File: src/design/ebc_pkg.sv
package ebc_pkg;

   // One core_clk period stands for half a CPU clock
   localparam int HALF_CLK = 1;
   localparam int FULL_CLK = 2 * HALF_CLK;

   localparam int NUM_WIN = 5;
   localparam int ADDR_W = 22;
   localparam int DATA_W = 16;
   localparam int APB_AW = 8;
   localparam int MAX_WAIT_CODE = 15;

   // APB byte offsets
   localparam logic [7:0] SYS_ADDR = 8'h00;
   localparam logic [7:0] STAT_ADDR = 8'h04;
   localparam logic [7:0] CFG_BASE = 8'h10;
   localparam logic [7:0] RANGE_BASE = 8'h2C;

   // Segment line select codes
   localparam logic [1:0] SEG_1M = 2'h0;
   localparam logic [1:0] SEG_64K = 2'h1;
   localparam logic [1:0] SEG_4M = 2'h2;
   localparam logic [1:0] SEG_256K = 2'h3;

   typedef struct packed {
      logic stretch;
      logic mux;
      logic floatWait_n;
      logic cmdDelay_n;
      logic [3:0] waitCode;
   } cfg_t;

   typedef struct packed {
      logic enable;
      logic [5:0] base;
   } range_t;

   typedef struct packed {
      logic segOff;
      logic [1:0] segSel;
   } sys_t;

   typedef struct packed {
      cfg_t cfg;
      range_t range;
   } win_state_t;

   // Slowest cycle for the default window, slowest access without stretch or multiplexing for the others
   localparam cfg_t CFG0_RST = 8'hC0;
   localparam cfg_t CFGN_RST = 8'h00;
   localparam range_t RANGE_RST = 7'h00;
   localparam sys_t SYS_RST = 3'h0;

   typedef enum logic [2:0] {
      P_IDLE = 3'b000,
      P_STROBE = 3'b001,
      P_HOLD = 3'b010,
      P_DLY = 3'b011,
      P_CMD = 3'b100,
      P_FLOAT = 3'b101
   } phase_t;

   function automatic logic [5:0] accessHalves(input cfg_t c);
      logic [5:0] waits;
      waits = 6'(MAX_WAIT_CODE) - {2'h0, c.waitCode};
      accessHalves = 6'(FULL_CLK) * (waits + 6'h01);
   endfunction : accessHalves

   function automatic logic [2:0] floatHalves(input cfg_t c);
      floatHalves = 3'(FULL_CLK) * ({2'h0, ~c.floatWait_n} + {2'h0, c.mux});
   endfunction : floatHalves

   function automatic logic [ADDR_W-1:0] addrMask(input logic [1:0] sel);
      unique case (sel)
         SEG_1M: addrMask = 22'h0FFFFF;
         SEG_64K: addrMask = 22'h00FFFF;
         SEG_4M: addrMask = 22'h3FFFFF;
         SEG_256K: addrMask = 22'h03FFFF;
      endcase
   endfunction : addrMask

endpackage : ebc_pkg

File: src/design/window_cfg.sv
`timescale 1ns/1ns
`default_nettype none
module window_cfg #(
   parameter ebc_pkg::cfg_t RESET_CFG = ebc_pkg::CFGN_RST,
   parameter bit HAS_RANGE = 1'b1
) (
   // Clock and reset
   input wire logic core_clk,
   input wire logic rst_b,
   // Register writes
   input wire logic cfgWrite,
   input wire logic rangeWrite,
   input wire logic [31:0] wdata,
   // Window match
   input wire logic [5:0] segAddr,
   output logic hit,
   output ebc_pkg::cfg_t cfg,
   output ebc_pkg::range_t range
);

   ebc_pkg::win_state_t st;
   ebc_pkg::win_state_t next_st;

   always_comb
   begin
      next_st = st;
      if (cfgWrite)
      begin
         next_st.cfg = wdata[7:0];
      end
      if (rangeWrite && HAS_RANGE)
      begin
         next_st.range = wdata[6:0];
      end
   end

   always_ff @(posedge core_clk or negedge rst_b)
   begin
      if (!rst_b)
      begin
         st <= {RESET_CFG, ebc_pkg::RANGE_RST}; // [RULE_04] [RULE_07]
      end
      else
      begin
         st <= next_st;
      end
   end

   assign cfg = st.cfg;
   assign range = st.range;
   // The default window never matches; it catches what the others miss
   assign hit = HAS_RANGE && st.range.enable && st.range.base == segAddr;

endmodule : window_cfg
`default_nettype wire

File: src/design/ext_bus_cycle_timing.sv
// Notes on behaviour
// [RULE_01] Segment lines select a 256 KByte, 1 MByte or 4 MByte address space.
// [RULE_02] Code segment pointer saved on interrupt entry unless segmentation is off.
// [RULE_03] Internal accesses complete at once, untouched by bus timing settings.
// [RULE_04] After reset external cycles use the slowest timing.
// [RULE_05] Stretch bit set lengthens the latch strobe by half a clock.
// [RULE_06] Stretched on multiplexed bus: extra half-clock address hold, data one clock later.
// [RULE_07] Default window stretch bit resets to one, others to zero.
// [RULE_08] Fifteen minus wait code extra clocks are inserted in the access.
// [RULE_09] CPU stalls during access waits when it needs that access.
// [RULE_10] Float wait bit zero adds one clock before the next address.
// [RULE_11] Recovery wait stalls only a following external access.
// [RULE_12] Multiplexed cycles add one more recovery clock.
// [RULE_13] Command starts with strobe fall, or half a clock later when delayed.
// [RULE_14] Delay applies when the command delay bit is zero, its reset value.
// [RULE_15] Command delay never lengthens the access.
// [RULE_16] Software should enable command delay on multiplexed windows.
// [RULE_17] Timing comes from the matched window, else the default window.
// [RULE_18] Cycle runs strobe, delay, access with waits, then recovery.
//
// The APB interface to the registers and the register offsets were left to the implementer.
`timescale 1ns/1ns
`default_nettype none
module ext_bus_cycle_timing (
   // Clock and reset
   input wire logic core_clk,
   input wire logic rst_b,
   // APB slave
   input wire logic psel,
   input wire logic penable,
   input wire logic pwrite,
   input wire logic [ebc_pkg::APB_AW-1:0] paddr,
   input wire logic [31:0] pwdata,
   output logic [31:0] prdata,
   output logic pready,
   output logic pslverr,
   // CPU request and answer
   input wire logic reqValid,
   input wire logic reqInternal,
   input wire logic reqWrite,
   input wire logic reqNeedNow,
   input wire logic [ebc_pkg::ADDR_W-1:0] reqAddr,
   input wire logic [ebc_pkg::DATA_W-1:0] reqWdata,
   output logic reqReady,
   output logic reqDone,
   output logic [ebc_pkg::DATA_W-1:0] rdData,
   output logic cpuStall,
   // Interrupt entry
   input wire logic irqEntry,
   output logic segPtrSave,
   // External bus pins
   output logic latchStrobe,
   output logic rdCmd_b,
   output logic wrCmd_b,
   output logic [ebc_pkg::ADDR_W-1:0] extAddr,
   output logic [ebc_pkg::DATA_W-1:0] extDataOut,
   output logic extDataOe_b,
   input wire logic [ebc_pkg::DATA_W-1:0] extDataIn
);

   typedef struct packed {
      ebc_pkg::phase_t phase;
      logic [5:0] cnt;
      ebc_pkg::cfg_t cur;
      logic [2:0] winIdx;
      logic [ebc_pkg::ADDR_W-1:0] addr;
      logic write;
      logic needNow;
      logic [ebc_pkg::DATA_W-1:0] wdata;
      logic [ebc_pkg::DATA_W-1:0] rdata;
      logic done;
      logic segSave;
      ebc_pkg::sys_t sys;
      logic [ebc_pkg::DATA_W-1:0] sync1;
      logic [ebc_pkg::DATA_W-1:0] sync2;
      logic [ebc_pkg::DATA_W-1:0] sync3;
      logic [ebc_pkg::DATA_W-1:0] dataIn;
      logic strobe;
      logic rdCmd_b;
      logic wrCmd_b;
      logic [ebc_pkg::ADDR_W-1:0] pinAddr;
      logic [ebc_pkg::DATA_W-1:0] pinData;
      logic pinOe_b;
   } state_t;

   localparam state_t ST_RST = '{
      phase: ebc_pkg::P_IDLE,
      cur: ebc_pkg::CFG0_RST,
      sys: ebc_pkg::SYS_RST,
      rdCmd_b: 1'b1,
      wrCmd_b: 1'b1,
      pinOe_b: 1'b1,
      default: '0
   };

   state_t st;
   state_t next_st;

   ebc_pkg::cfg_t winCfg [ebc_pkg::NUM_WIN];
   ebc_pkg::range_t winRange [ebc_pkg::NUM_WIN];
   logic [ebc_pkg::NUM_WIN-1:0] winHit;
   logic apbWr;
   logic extReq;

   assign apbWr = psel && penable && pwrite;
   assign extReq = reqValid && !reqInternal;

   genvar gi;
   generate
      for (gi = 0; gi < ebc_pkg::NUM_WIN; gi++)
      begin : g_win
         window_cfg #(
            .RESET_CFG(gi == 0 ? ebc_pkg::CFG0_RST : ebc_pkg::CFGN_RST),
            .HAS_RANGE(gi != 0)
         ) u_win (
            .core_clk(core_clk),
            .rst_b(rst_b),
            .cfgWrite(apbWr && paddr == ebc_pkg::CFG_BASE + 8'(4 * gi)),
            .rangeWrite(apbWr && paddr == ebc_pkg::RANGE_BASE + 8'(4 * gi)),
            .wdata(pwdata),
            .segAddr(reqAddr[21:16]),
            .hit(winHit[gi]),
            .cfg(winCfg[gi]),
            .range(winRange[gi])
         );
      end
   endgenerate

   // Lowest numbered matching window wins, else the default one
   ebc_pkg::cfg_t selCfg;
   logic [2:0] selIdx;
   always_comb
   begin
      selCfg = winCfg[0];
      selIdx = 3'h0;
      for (int i = ebc_pkg::NUM_WIN - 1; i > 0; i--)
      begin
         if (winHit[i])
         begin
            selCfg = winCfg[i]; // [RULE_17]
            selIdx = 3'(i);
         end
      end
   end

   // APB read side, zero wait states
   always_comb
   begin
      prdata = 32'h0000_0000;
      pslverr = 1'b0;
      if (paddr == ebc_pkg::SYS_ADDR)
      begin
         prdata = {29'h0, st.sys};
      end
      else if (paddr == ebc_pkg::STAT_ADDR)
      begin
         prdata = {26'h0, st.winIdx, st.phase};
      end
      // Holes between the last window and the range block must not index
      // past the window array
      else if (paddr >= ebc_pkg::CFG_BASE
               && paddr <= ebc_pkg::CFG_BASE + 8'(4 * (ebc_pkg::NUM_WIN - 1)))
      begin
         prdata = {24'h0, winCfg[3'((paddr - ebc_pkg::CFG_BASE) >> 2)]};
      end
      else if (paddr > ebc_pkg::RANGE_BASE
               && paddr <= ebc_pkg::RANGE_BASE + 8'(4 * (ebc_pkg::NUM_WIN - 1)))
      begin
         prdata = {25'h0, winRange[3'((paddr - ebc_pkg::RANGE_BASE) >> 2)]};
      end
      else
      begin
         pslverr = psel && penable;
      end
      if (paddr[1:0] != 2'h0)
      begin
         prdata = 32'h0000_0000;
         pslverr = psel && penable;
      end
   end
   assign pready = 1'b1;

   always_comb
   begin
      ebc_pkg::phase_t postPhase;
      logic [5:0] postCnt;
      logic [5:0] acc;
      postPhase = ebc_pkg::P_CMD;
      acc = ebc_pkg::accessHalves(st.cur); // [RULE_08]
      postCnt = acc - 6'h01;
      next_st = st;
      next_st.done = 1'b0;
      next_st.segSave = irqEntry && !st.sys.segOff; // [RULE_02]
      next_st.sync1 = extDataIn;
      next_st.sync2 = st.sync1;
      next_st.sync3 = st.sync2;
      if (st.sync2 == st.sync3)
      begin
         next_st.dataIn = st.sync3;
      end
      if (apbWr && paddr == ebc_pkg::SYS_ADDR)
      begin
         next_st.sys = pwdata[2:0];
      end
      // Command delay is taken out of the access, not added to it
      if (!st.cur.cmdDelay_n)
      begin
         postPhase = ebc_pkg::P_DLY; // [RULE_13] [RULE_14]
         postCnt = 6'h00;
      end
      unique case (st.phase)
         ebc_pkg::P_IDLE:
         begin
            if (reqValid && reqInternal)
            begin
               next_st.done = 1'b1; // [RULE_03]
            end
            else if (reqValid)
            begin
               next_st.phase = ebc_pkg::P_STROBE; // [RULE_18]
               next_st.cur = selCfg; // [RULE_17]
               next_st.winIdx = selIdx;
               // Plain strobe is one CPU clock, stretch adds half of one
               next_st.cnt = 6'(ebc_pkg::FULL_CLK - 1)
                             + {5'h00, selCfg.stretch}; // [RULE_05]
               next_st.addr = reqAddr & ebc_pkg::addrMask(st.sys.segSel); // [RULE_01]
               next_st.write = reqWrite;
               next_st.wdata = reqWdata;
               next_st.needNow = reqNeedNow;
            end
         end
         ebc_pkg::P_STROBE:
         begin
            if (st.cnt != 6'h00)
            begin
               next_st.cnt = st.cnt - 6'h01;
            end
            else if (st.cur.stretch && st.cur.mux)
            begin
               next_st.phase = ebc_pkg::P_HOLD; // [RULE_06]
               next_st.cnt = 6'h00;
            end
            else
            begin
               next_st.phase = postPhase;
               next_st.cnt = postCnt;
            end
         end
         ebc_pkg::P_HOLD:
         begin
            next_st.phase = postPhase;
            next_st.cnt = postCnt;
         end
         ebc_pkg::P_DLY:
         begin
            next_st.phase = ebc_pkg::P_CMD;
            next_st.cnt = acc - 6'h02; // [RULE_15]
         end
         ebc_pkg::P_CMD:
         begin
            if (st.cnt != 6'h00)
            begin
               next_st.cnt = st.cnt - 6'h01;
            end
            else
            begin
               next_st.done = 1'b1;
               if (!st.write)
               begin
                  next_st.rdata = st.dataIn;
               end
               if (ebc_pkg::floatHalves(st.cur) != 3'h0)
               begin
                  next_st.phase = ebc_pkg::P_FLOAT; // [RULE_10] [RULE_12]
                  next_st.cnt = {3'h0, ebc_pkg::floatHalves(st.cur) - 3'h1};
               end
               else
               begin
                  next_st.phase = ebc_pkg::P_IDLE;
               end
            end
         end
         ebc_pkg::P_FLOAT:
         begin
            if (st.cnt != 6'h00)
            begin
               next_st.cnt = st.cnt - 6'h01;
            end
            else
            begin
               next_st.phase = ebc_pkg::P_IDLE;
            end
         end
         default:
         begin
            next_st.phase = ebc_pkg::P_IDLE;
         end
      endcase
      // Pins are registered from the next phase to keep them glitch free
      next_st.strobe = next_st.phase == ebc_pkg::P_STROBE;
      next_st.rdCmd_b = !(next_st.phase == ebc_pkg::P_CMD && !next_st.write);
      next_st.wrCmd_b = !(next_st.phase == ebc_pkg::P_CMD && next_st.write);
      next_st.pinAddr = next_st.addr;
      if (next_st.cur.mux && (next_st.phase == ebc_pkg::P_STROBE
                              || next_st.phase == ebc_pkg::P_HOLD))
      begin
         next_st.pinData = next_st.addr[15:0];
         next_st.pinOe_b = 1'b0; // [RULE_06]
      end
      else
      begin
         next_st.pinData = next_st.wdata;
         next_st.pinOe_b = !(next_st.write
                             && (next_st.phase == ebc_pkg::P_DLY
                                 || next_st.phase == ebc_pkg::P_CMD));
      end
   end

   always_ff @(posedge core_clk or negedge rst_b)
   begin
      if (!rst_b)
      begin
         st <= ST_RST;
      end
      else
      begin
         st <= next_st;
      end
   end

   // A new request is only taken when no cycle or recovery is running
   assign reqReady = st.phase == ebc_pkg::P_IDLE;
   assign cpuStall = (st.phase != ebc_pkg::P_IDLE
                      && st.phase != ebc_pkg::P_FLOAT && st.needNow) // [RULE_09]
                     || (st.phase == ebc_pkg::P_FLOAT && extReq
                         && reqNeedNow); // [RULE_11]
   assign reqDone = st.done;
   assign rdData = st.rdata;
   assign segPtrSave = st.segSave;
   assign latchStrobe = st.strobe;
   assign rdCmd_b = st.rdCmd_b;
   assign wrCmd_b = st.wrCmd_b;
   assign extAddr = st.pinAddr;
   assign extDataOut = st.pinData;
   assign extDataOe_b = st.pinOe_b;

   // Helper counters for the checks below
   logic [5:0] cmdRun;
   logic [2:0] floatRun;
   always_ff @(posedge core_clk or negedge rst_b)
   begin
      if (!rst_b)
      begin
         cmdRun <= 6'h00;
         floatRun <= 3'h0;
      end
      else
      begin
         cmdRun <= (st.phase == ebc_pkg::P_DLY || st.phase == ebc_pkg::P_CMD)
                   ? cmdRun + 6'h01 : 6'h00;
         floatRun <= st.phase == ebc_pkg::P_FLOAT ? floatRun + 3'h1 : 3'h0;
      end
   end
endmodule : ext_bus_cycle_timing
`default_nettype wire

File: config.mk
export PLATFORM = sky130hd
export DESIGN_NAME = ext_bus_cycle_timing
export DESIGN_NICKNAME = d
export VERILOG_FILES = /design/src/design/ebc_pkg.sv /design/src/design/window_cfg.sv /design/src/design/ext_bus_cycle_timing.sv
export SDC_FILE = /design/constraint.sdc
export NUM_CORES = 1
export LEC_CHECK = 0
export BUFFER_PORTS_ARGS = -buffer_cell sky130_fd_sc_hd__clkbuf_2
export CAP_MARGIN = 20
export CORE_ASPECT_RATIO = 1.1
export CORE_MARGIN = 2
export CORE_UTILIZATION = 35
export DETAILED_ROUTE_END_ITERATION = 12
export PLACE_DENSITY = 0.58
export RECOVER_POWER = 25
export SKIP_LAST_GASP = 1
export SYNTH_ARGS = -nofsm -noshare
export SYNTH_HDL_FRONTEND = slang
export SYNTH_SLANG_ARGS = --single-unit
File: constraint.sdc
create_clock -name core_clk -period 7 [get_ports core_clk]
set_clock_uncertainty 0.15 [all_clocks]
set_input_delay 2.1 -clock core_clk [delete_from_list [all_inputs] [get_ports core_clk]]
set_output_delay 2.1 -clock core_clk [all_outputs]
set_load 0.03 [all_outputs]
==> results.py, run 1 <==
metrics = {
    "sta": {
        "hold_viol": 0,
        "hold-worst-slack_ns": 0.1945,
        "finalSetupTns_ns": 0,
        "finalSetupViolCount": 0,
        "rsz0062_at_grt": "false",
        "finalCritPeriodShare_pct": 94.32,
        "worst_pin_slew_ns": 2.741,
        "slew_viol_final": 107,
        "max-slew-margin-rel_pct": -82.75,
        "fin_crit_ns": 6.602,
        "fmax_mhz": 151.5,
    },
    "synth": {
        "ys.warnings.count": 0,
        "yosysSeqAreaShare_pct": 52.96,
        "synth_edf_count": 0,
        "synth.top_cell.area_share_pct": 51.29,
        "synth_top_cell_by_area": "dfrtp_1",
        "yosysMostFrequentCell": "dfrtp_1",
        "synth_area_leaders": "dfrtp_1, mux2_2, nand2_1",
        "synth_area_um2": 11030,
        "syn_area_per_cell_um2": 11.23,
        "ys_types": 60,
        "async_reset_ff_share_pct": 100.0,
        "synth_seq_cells": 233,
        "synthesis.instances": 982,
        "yosys-top-cells-count": "dfrtp_1, nand2_1, mux2_2",
        "synth_ff_type": "dfrtp_1",
    },
    "status": {
        "violations": "max-capacitance violations, max-slew violations",
        "outcome": "complete, but fails checks",
    },
    "cts": {
        "cts_tree": "done",
        "clk_pin_slew_ns": 0.06,
        "clock-root-buffer": "clkbuf_16",
        "cts_buffers": 27,
        "cts_max_path_buffers": 3,
        "postCtsHoldBufs": 0,
        "post_cts_buffers": 0,
        "cts_resized": 0,
        "cts_sinks": 233,
        "htree_levels": 1,
        "clk_latency_ns": 0.54,
    },
    "layout": {
        "layout-drive-gt1-share_pct": 31.66,
        "diodes": 0,
        "area_delta_synth_final_pct": 14.50,
        "nFillCells": 3098,
        "fin_nets": 1185,
    },
    "power": {
        "powerDensity_nw_per_um2": 364.0,
        "p_seq_share_pct": 37.9,
        "p_clk_share_pct": 32.5,
        "comb_power_share_pct": 29.6,
        "switching_power_mw": 1.569,
        "peakVddDrop_mv": 0.2226,
        "swShare_pct": 34.13,
        "p_leak_nw": 6.105,
        "intPower_mw": 3.027,
    },
    "floorplan": {
        "fp.dieW_um": 173.2,
        "die_y_um": 190.2,
        "die_area_um2": 32940,
        "io_pins": 200,
        "initial_core_util_pct": 35.31,
        "rows": 68,
        "core_um2": 31220,
    },
    "global_route": {
        "grt_pass1_vias": 7221,
        "grtUsageMet3_pct": 2.738,
        "grtUsageMet1_pct": 20.90,
        "grt_start_max_net_pins": 128,
        "grt_busiest_layer": "met2",
        "grt_pass1_wl_um": 40380,
        "grtUsageTotal_pct": 15.35,
        "gr-usage-met2_pct": 25.14,
        "grt_antenna_before_repair": 0,
        "globalRouteOverflowTotal": 0,
    },
    "setup_path": {
        "path_max_fanout": 8,
        "crit_slowest_cell": "nor2b_1",
        "crit_path_end_kind": "output pin",
        "path_class": "primary input to output pin",
        "cpPeakStageDelay_ns": 0.38,
        "cp-start-kind": "primary input",
        "crit_chain": "clkbuf_2 -> ha_1 -> xnor2_1 -> buf_4 -> nor2b_1 -> a22oi_1 -> o21ai_0 -> a22oi_1 -> a31oi_1 -> clkbuf_2",
        "worst_ep_required_time_ns": 4.75,
        "cp.arrival_ns": 4.35,
        "ff2ff_path_depth": 10,
    },
    "routing": {
        "drc": 0,
        "final_antenna_net_count": 0,
        "viasPerCell": 4.875,
        "vias": 7376,
        "detail_route.wl_per_cell_um": 16.88,
        "drt_pass1_iterations": 5,
        "routed_wl_um": 25540,
        "drt_iter0_markers": 448,
    },
    "place": {
        "place_hpwl_um": 17450,
        "gp_congestion": 0.8733,
        "portBuffers": 150,
    },
    "job": {
        "drv_cap": 1,
    },
    "min_path": {
        "hold_class": "flop to flop",
        "min_delay_path_depth": 0,
    },
}
-- sequential cells by signal, summed over array words and instances, names as in the netlist --
register,cells
reqDone,1
g_win.u_win.range,28
st,73
g_win.u_win.cfg,40
next_st,32
extAddr,22
segPtrSave,1
latchStrobe,1
rdData,16
extDataOe_b,1
extDataOut,16
rdCmd_b,1
wrCmd_b,1
-- worst paths after layout --
| path | slack (ns) | end | startpoint |
|---|---|---|---|
| worst max register to register | 3.40 | extDataOut[1]$_DFF_PN0_ | st[178]$_DFFE_PN0P_ |
| worst max-delay path | 0.40 | prdata[2] | paddr[3] |
| worst min register to register | 0.19 | next_st[68]$_DFF_PN0_ | next_st[84]$_DFF_PN0_ |
| worst min-delay path | 0.19 | next_st[68]$_DFF_PN0_ | next_st[84]$_DFF_PN0_ |
| min in group asynchronous | 2.24 | g_win[2].u_win.cfg[7]$_DFFE_PN0P_ | rst_b |
| max in group asynchronous | 2.77 | st[186]$_DFF_PN0_ | rst_b |
-- power by group through the flow --
stage               registers, mW  clock network, mW  logic [mW]
floorplan                    1.72                  0        1.19
global placement             1.76                  0        1.37
detailed placement           1.77                  0        1.38
CTS                          1.75               1.54        1.39
global route                 1.77               1.60        1.50
finish                       1.74               1.49        1.36
-- per-stage QoR --
step	util (%)	power (mW)	worst slack, ns	instances	area (um2)
after global routing	40.44	4.871	0.3073	1513	12630
after global placement	37.51	3.129	0.5008	1464	11710
after floorplan	-	2.904	0.006789	1005	11110
after detailed placement	37.51	3.150	0.4478	1464	11710
after CTS	40.52	4.674	0.4341	1513	12650
final	40.44	4.596	0.3979	1513	12630
-- cells in the final DEF (no fill, tap or decap), drive strengths merged, types with 12 or more instances in the layout --
cell type  Yosys  layout
a21oi         23      23
a22oi         15      15
buf           94      12
clkbuf        29     187
conb           2      25
dfrtp        226     226
inv           15      17
mux2         120     120
mux2i         12      12
nand2        167     167
nor2          48      48
o21ai         44      44
xnor2         22      22
xor2          25      25
-- area by class of cell --
type                    instances  area, um2  area share (%)
repair buffers                162      852.1           6.749
clock buffers                  37      713.2           5.649
well taps                     420      525.5           4.162
clock inverters                12      226.5           1.794
inverters                      15      56.30          0.4459
flip-flops and latches        233       5839           46.25
multi-input cells             634       4413           34.95
-- cell families after synthesis --
family                   Yosys count  share of synthesized area [%]
AND/OR/NAND/NOR                  296                          12.50
multiplexers                     139                          15.08
other                              2                        0.06811
flip-flops                       233                          52.96
XOR/XNOR                          47                          3.733
adder cells (fa/ha/maj)            8                         0.9078
buffers and inverters            138                          7.818
AO/OA/AOI/OAI                    119                          6.933
-- layer usage --
layer	up-vias	routed length (um)
met5	-	0
met4	0	592
met3	46	1332
met2	218	12100
met1	3637	11520
li1	3475	-
-- critical path: cells and delay by family --
family	cells	cell delay [ns]
AND/OR/NAND/NOR	1	0.38
XOR/XNOR	1	0.16
buffers and inverters	3	0.54
AO/OA/AOI/OAI	4	0.91
adder cells (fa/ha/maj)	1	0.25
Note: power is estimated with default switching activity, not from simulation.
==> run 2, diff against run 1 <==
--- a/config.mk
+++ b/config.mk
@@ -16,4 +16,5 @@
 export SKIP_LAST_GASP = 1
 export SYNTH_ARGS = -nofsm -noshare
 export SYNTH_HDL_FRONTEND = slang
+export SYNTH_HIERARCHICAL = 1
 export SYNTH_SLANG_ARGS = --single-unit
==> results.py, run 2 <==
metrics = {
    "layout": {
        "diodes": 0,
        "largest_register_ffs": 73,
        "largest-register": "st",
        "layout-drive-gt1-share_pct": 38.63,
        "area_delta_synth_final_pct": 13.06,
        "fin_area_um2": 12970,
        "fin_nets": 1117,
        "final_cell_mix": "dfrtp_1, clkbuf_2, mux2_2, mux2_4, nand2_1",
        "layout_commonest_cell": "dfrtp_1",
    },
    "global_route": {
        "globalRouteOverflowTotal": 0,
        "grt_start_max_net_pins": 126,
        "grtUsageTotal_pct": 14.26,
        "grt_pass1_vias": 7220,
        "grt_antenna_before_repair": 0,
        "grt_pass1_wl_um": 39340,
    },
    "setup_path": {
        "timing.reg2reg.setup_slack_ns": 3.44,
        "critPathBufInv": 2,
        "r2r-end": "extDataOut[14]$_DFF_PN0_",
        "cpPeakStageDelay_ns": 0.37,
        "cp_top_family": "compound AO/OA/AOI/OAI gates",
        "ff2ff_path_depth": 9,
        "path_max_fanout": 11,
        "crit_slowest_cell": "a21oi_1",
        "cp.arrival_ns": 4.20,
        "worstReg2RegStart": "g_win[3].u_win/range[2]$_DFFE_PN0P_",
        "worst_ep_required_time_ns": 4.75,
        "crit_path_frequent_cell": "clkbuf_2",
        "path_class": "primary input to output pin",
        "crit_chain": "clkbuf_2 -> ha_1 -> o21ai_0 -> xnor2_1 -> nand3_1 -> a21oi_1 -> a211oi_1 -> nor2_1 -> clkbuf_2",
        "cp-start-kind": "primary input",
        "crit_path_end_kind": "output pin",
    },
    "place": {
        "place_hpwl_um": 17430,
        "portBuffers": 150,
        "gp_congestion": 0.8359,
        "post_dp_cell_area_um2": 12140,
    },
    "cts": {
        "clock-root-buffer": "clkbuf_16",
        "postCtsHoldBufs": 0,
        "cts_buffers": 26,
        "post_cts_buffers": 0,
        "clk_pin_slew_ns": 0.06,
        "clk_latency_ns": 0.53,
        "cts_resized": 0,
        "cts_sinks": 233,
        "cts_tree": "done",
        "htree_levels": 1,
        "cts_max_path_buffers": 3,
    },
    "min_path": {
        "hold_end": "next_st[73]$_DFF_PN0_",
        "holdCritStartpoint": "next_st[89]$_DFF_PN0_",
        "min_delay_path_depth": 0,
        "hold_class": "flop to flop",
    },
    "status": {
        "violations": "max-capacitance violations, max-slew violations",
        "outcome": "complete, but fails checks",
    },
    "sta": {
        "finalCritPeriodShare_pct": 92.18,
        "finalSetupTns_ns": 0,
        "rsz0062_at_grt": "false",
        "fin_crit_ns": 6.452,
        "max-slew-margin-rel_pct": -100.4,
        "finalSetupViolCount": 0,
        "slew_viol_final": 125,
        "hold_viol": 0,
        "hold-worst-slack_ns": 0.1945,
        "worst_pin_slew_ns": 3.007,
        "fmax_mhz": 155.0,
    },
    "routing": {
        "viasPerCell": 4.833,
        "detail_route.wl_per_cell_um": 16.86,
        "drc": 0,
        "drt_pass1_iterations": 6,
        "vias": 7012,
        "final_antenna_net_count": 0,
        "drt_iter0_markers": 327,
        "routed_wl_um": 24470,
    },
    "power": {
        "peakVddDrop_mv": 0.1397,
        "p_leak_nw": 6.086,
        "powerDensity_nw_per_um2": 316.3,
    },
    "synth": {
        "synthesis.instances": 903,
        "ys.warnings.count": 6,
        "syn_area_per_cell_um2": 12.70,
        "synth_area_um2": 11470,
    },
    "floorplan": {
        "fp.dieW_um": 176.6,
        "initial_core_util_pct": 35.52,
        "die_area_um2": 34240,
        "io_pins": 200,
        "rows": 69,
        "core_um2": 32290,
        "die_y_um": 193.9,
    },
    "job": {
        "drv_cap": 1,
    },
}
## run 2: routing by layer
layer	wire, um	GRT usage, %	part of all wire [%]
met1	11050	19.55	45
met2	11570	22.92	47
met3	1313	2.569	5.4
met4	535	4.408	2.2
met5	0	0	0
## run 2: metrics by stage
step	instances	util, %	power, mW	setup slack [ns]
2_1_floorplan	932	-	2.641	0.5578
3_3_place_gp	1403	37.60	2.773	0.5227
3_5_place_dp	1403	37.60	2.795	0.5125
4_1_cts	1451	40.24	4.167	0.5112
5_1_grt	1451	40.16	4.330	0.3071
6_report	1451	40.16	4.101	0.5476
## run 2: worst max-delay path by stage
stage                      to  cells past startpoint  slack, ns     start
global placement    prdata[6]                      9       0.52  paddr[2]
detailed placement  prdata[6]                      9       0.51  paddr[2]
finish              prdata[4]                      9       0.55  paddr[2]
floorplan           prdata[3]                      9       0.56  paddr[3]
CTS                 prdata[6]                      9       0.51  paddr[2]
global route        prdata[6]                      9       0.31  paddr[2]
## run 2: cell type report
class,count,area [um2]
fill,3099,19320
sequential,233,5839
multi-input combinational,563,4803
timing repair buffer,167,888.4
clock buffer,40,754.5
tap,426,533.0
clock inverter,8,96.34
inverter,14,52.55
## run 2: power by group
part | switching [mW] | internal [mW] | leakage (nW)
Sequential | 0.119 | 1.55 | 3.01
Combinational | 0.674 | 0.412 | 2.66
Clock | 0.530 | 0.815 | 0.414
==> run 3, diff against run 2 <==
==> constraint.sdc (replaced) <==
create_clock -name core_clk -period 7 [get_ports core_clk]
set_clock_uncertainty 0.15 [all_clocks]
set_input_delay 0.7 -clock core_clk [delete_from_list [all_inputs] [get_ports core_clk]]
set_output_delay 0.7 -clock core_clk [all_outputs]
set_load 0.03 [all_outputs]
==> results.py, run 3 (synthesis results as in run 2) <==
metrics = {
    "status": {
        "outcome": "complete, but fails checks",
        "violations": "max-capacitance violations, max-slew violations",
    },
    "layout": {
        "largest_register_ffs": 73,
        "fin_nets": 1108,
        "layout-drive-gt1-share_pct": 38.09,
        "largest-register": "st",
        "diodes": 0,
        "final_cell_mix": "dfrtp_1, clkbuf_2, mux2_2, mux2_4, nand2_1",
        "nFillCells": 3100,
        "multi_input_area_um2": 4825,
        "layout_commonest_cell": "dfrtp_1",
        "seq_area_um2": 5839,
        "area_delta_synth_final_pct": 12.61,
    },
    "global_route": {
        "grt_pass1_wl_um": 39270,
        "grtUsageTotal_pct": 14.21,
        "grt_antenna_before_repair": 0,
        "grt_start_max_net_pins": 132,
        "grt_pass1_vias": 7094,
        "grtUsageMet3_pct": 2.529,
        "grt_busiest_layer": "met2",
        "gr-usage-met2_pct": 22.71,
        "grtUsageMet1_pct": 19.84,
        "globalRouteOverflowTotal": 0,
    },
    "cts": {
        "htree_levels": 1,
        "clk_latency_ns": 0.53,
        "clk_pin_slew_ns": 0.06,
        "cts_max_path_buffers": 3,
        "cts_resized": 0,
        "postCtsHoldBufs": 0,
        "post_cts_buffers": 0,
        "cts_buffers": 26,
        "clock-root-buffer": "clkbuf_16",
        "cts_tree": "done",
        "cts_sinks": 233,
    },
    "setup_path": {
        "cp.arrival_ns": 3.32,
        "worst_ep_required_time_ns": 6.15,
        "ff2ff_path_depth": 7,
        "path_max_fanout": 20,
        "cp-start-kind": "primary input",
        "crit_path_end_kind": "output pin",
        "startpoint": "paddr[2]",
        "r2r-end": "extDataOut[10]$_DFF_PN0_",
        "timing.reg2reg.setup_slack_ns": 3.89,
        "crit_end": "prdata[1]",
        "path_class": "primary input to output pin",
        "worstReg2RegStart": "st[184]$_DFF_PN0_",
    },
    "sta": {
        "fin_crit_ns": 4.173,
        "max-slew-margin-rel_pct": -117.7,
        "finalCritPeriodShare_pct": 59.61,
        "fmax_mhz": 239.6,
        "slew_viol_final": 132,
        "finalSetupViolCount": 0,
        "finalSetupTns_ns": 0,
        "hold_viol": 0,
        "setup_ws_ns": 2.827,
        "worst_pin_slew_ns": 3.265,
        "rsz0062_at_grt": "false",
    },
    "place": {
        "dp_slack_ns": 2.829,
        "portBuffers": 150,
        "place_hpwl_um": 16900,
        "gp_congestion": 0.8540,
    },
    "job": {
        "drv_cap": 1,
    },
    "power": {
        "powerDensity_nw_per_um2": 319.5,
        "peakVddDrop_mv": 0.1756,
        "p_leak_nw": 6.047,
        "fin_total_pwr_mw": 4.127,
    },
    "routing": {
        "drt_pass1_iterations": 4,
        "final_antenna_net_count": 0,
        "drc": 0,
        "routed_wl_um": 24370,
        "detail_route.wl_per_cell_um": 16.90,
        "drt_iter0_markers": 332,
        "vias": 6927,
        "viasPerCell": 4.804,
    },
    "floorplan": {
        "die_area_um2": 34240,
        "fp.dieW_um": 176.6,
        "die_y_um": 193.9,
        "core_um2": 32290,
        "io_pins": 200,
        "initial_core_util_pct": 35.52,
        "rows": 69,
    },
    "min_path": {
        "hold_class": "primary input to flop",
    },
}
run 3: cell types whose count changed in the layout (fill, tap and decap cells not counted), moves of 2 or more:
cell,change
buf_4,-8
clkinv_2,-2
clkbuf_1,+2
inv_6,+2
run 3: worst max-delay path: stages:
cell,delay [ns]
clkbuf_2,0.48
inv_1,0.24
ha_1,0.39
and3_1,0.19
o21ai_1,0.63
o22ai_1,0.21
o221a_2,0.28
clkbuf_2,0.19
run 3: cell type report:
type                    instances  area share (%)
repair buffers                158           6.248
flip-flops and latches        233           45.21
clock inverters                 6          0.6781
clock buffers                  42           5.977
inverters                      14          0.4069
well taps                     426           4.127
multi-input cells             563           37.35
run 3: stage by stage:
step / util [%] / instance area (um2) / std cells / hold slack (ns)
global placement: 37.38 / 12070 / 1394 / 0.1839
finish: 40.00 / 12920 / 1442 / 0.1375
floorplan: - / 11580 / 932 / 0.1812
global route: 40.00 / 12920 / 1442 / 0.1045
detailed placement: 37.38 / 12070 / 1394 / 0.1847
CTS: 40.04 / 12930 / 1442 / 0.09980
run 3: how the worst min path moves through the flow:
stage / startpoint / endpoint / cells past startpoint
3_5_place_dp: next_st[86]$_DFF_PN0_ / next_st[70]$_DFF_PN0_ / 0
2_1_floorplan: next_st[74]$_DFF_PN0_ / next_st[58]$_DFF_PN0_ / 0
4_1_cts: extDataIn[15] / next_st[89]$_DFF_PN0_ / 1
5_1_grt: extDataIn[15] / next_st[89]$_DFF_PN0_ / 1
6_report: extDataIn[8] / next_st[82]$_DFF_PN0_ / 1
3_3_place_gp: next_st[89]$_DFF_PN0_ / next_st[73]$_DFF_PN0_ / 0
run 3: per-layer routing:
| metal | part of all wire (%) | up-vias |
|---|---|---|
| li1 | - | 3256 |
| met4 | 1.9 | 0 |
| met2 | 47 | 190 |
| met5 | 0 | - |
| met1 | 46 | 3448 |
| met3 | 5.7 | 33 |
run 3: power by group:
part / switching, mW / internal, mW
combinational: 0.684 / 0.412
clock: 0.535 / 0.828
sequential: 0.117 / 1.55
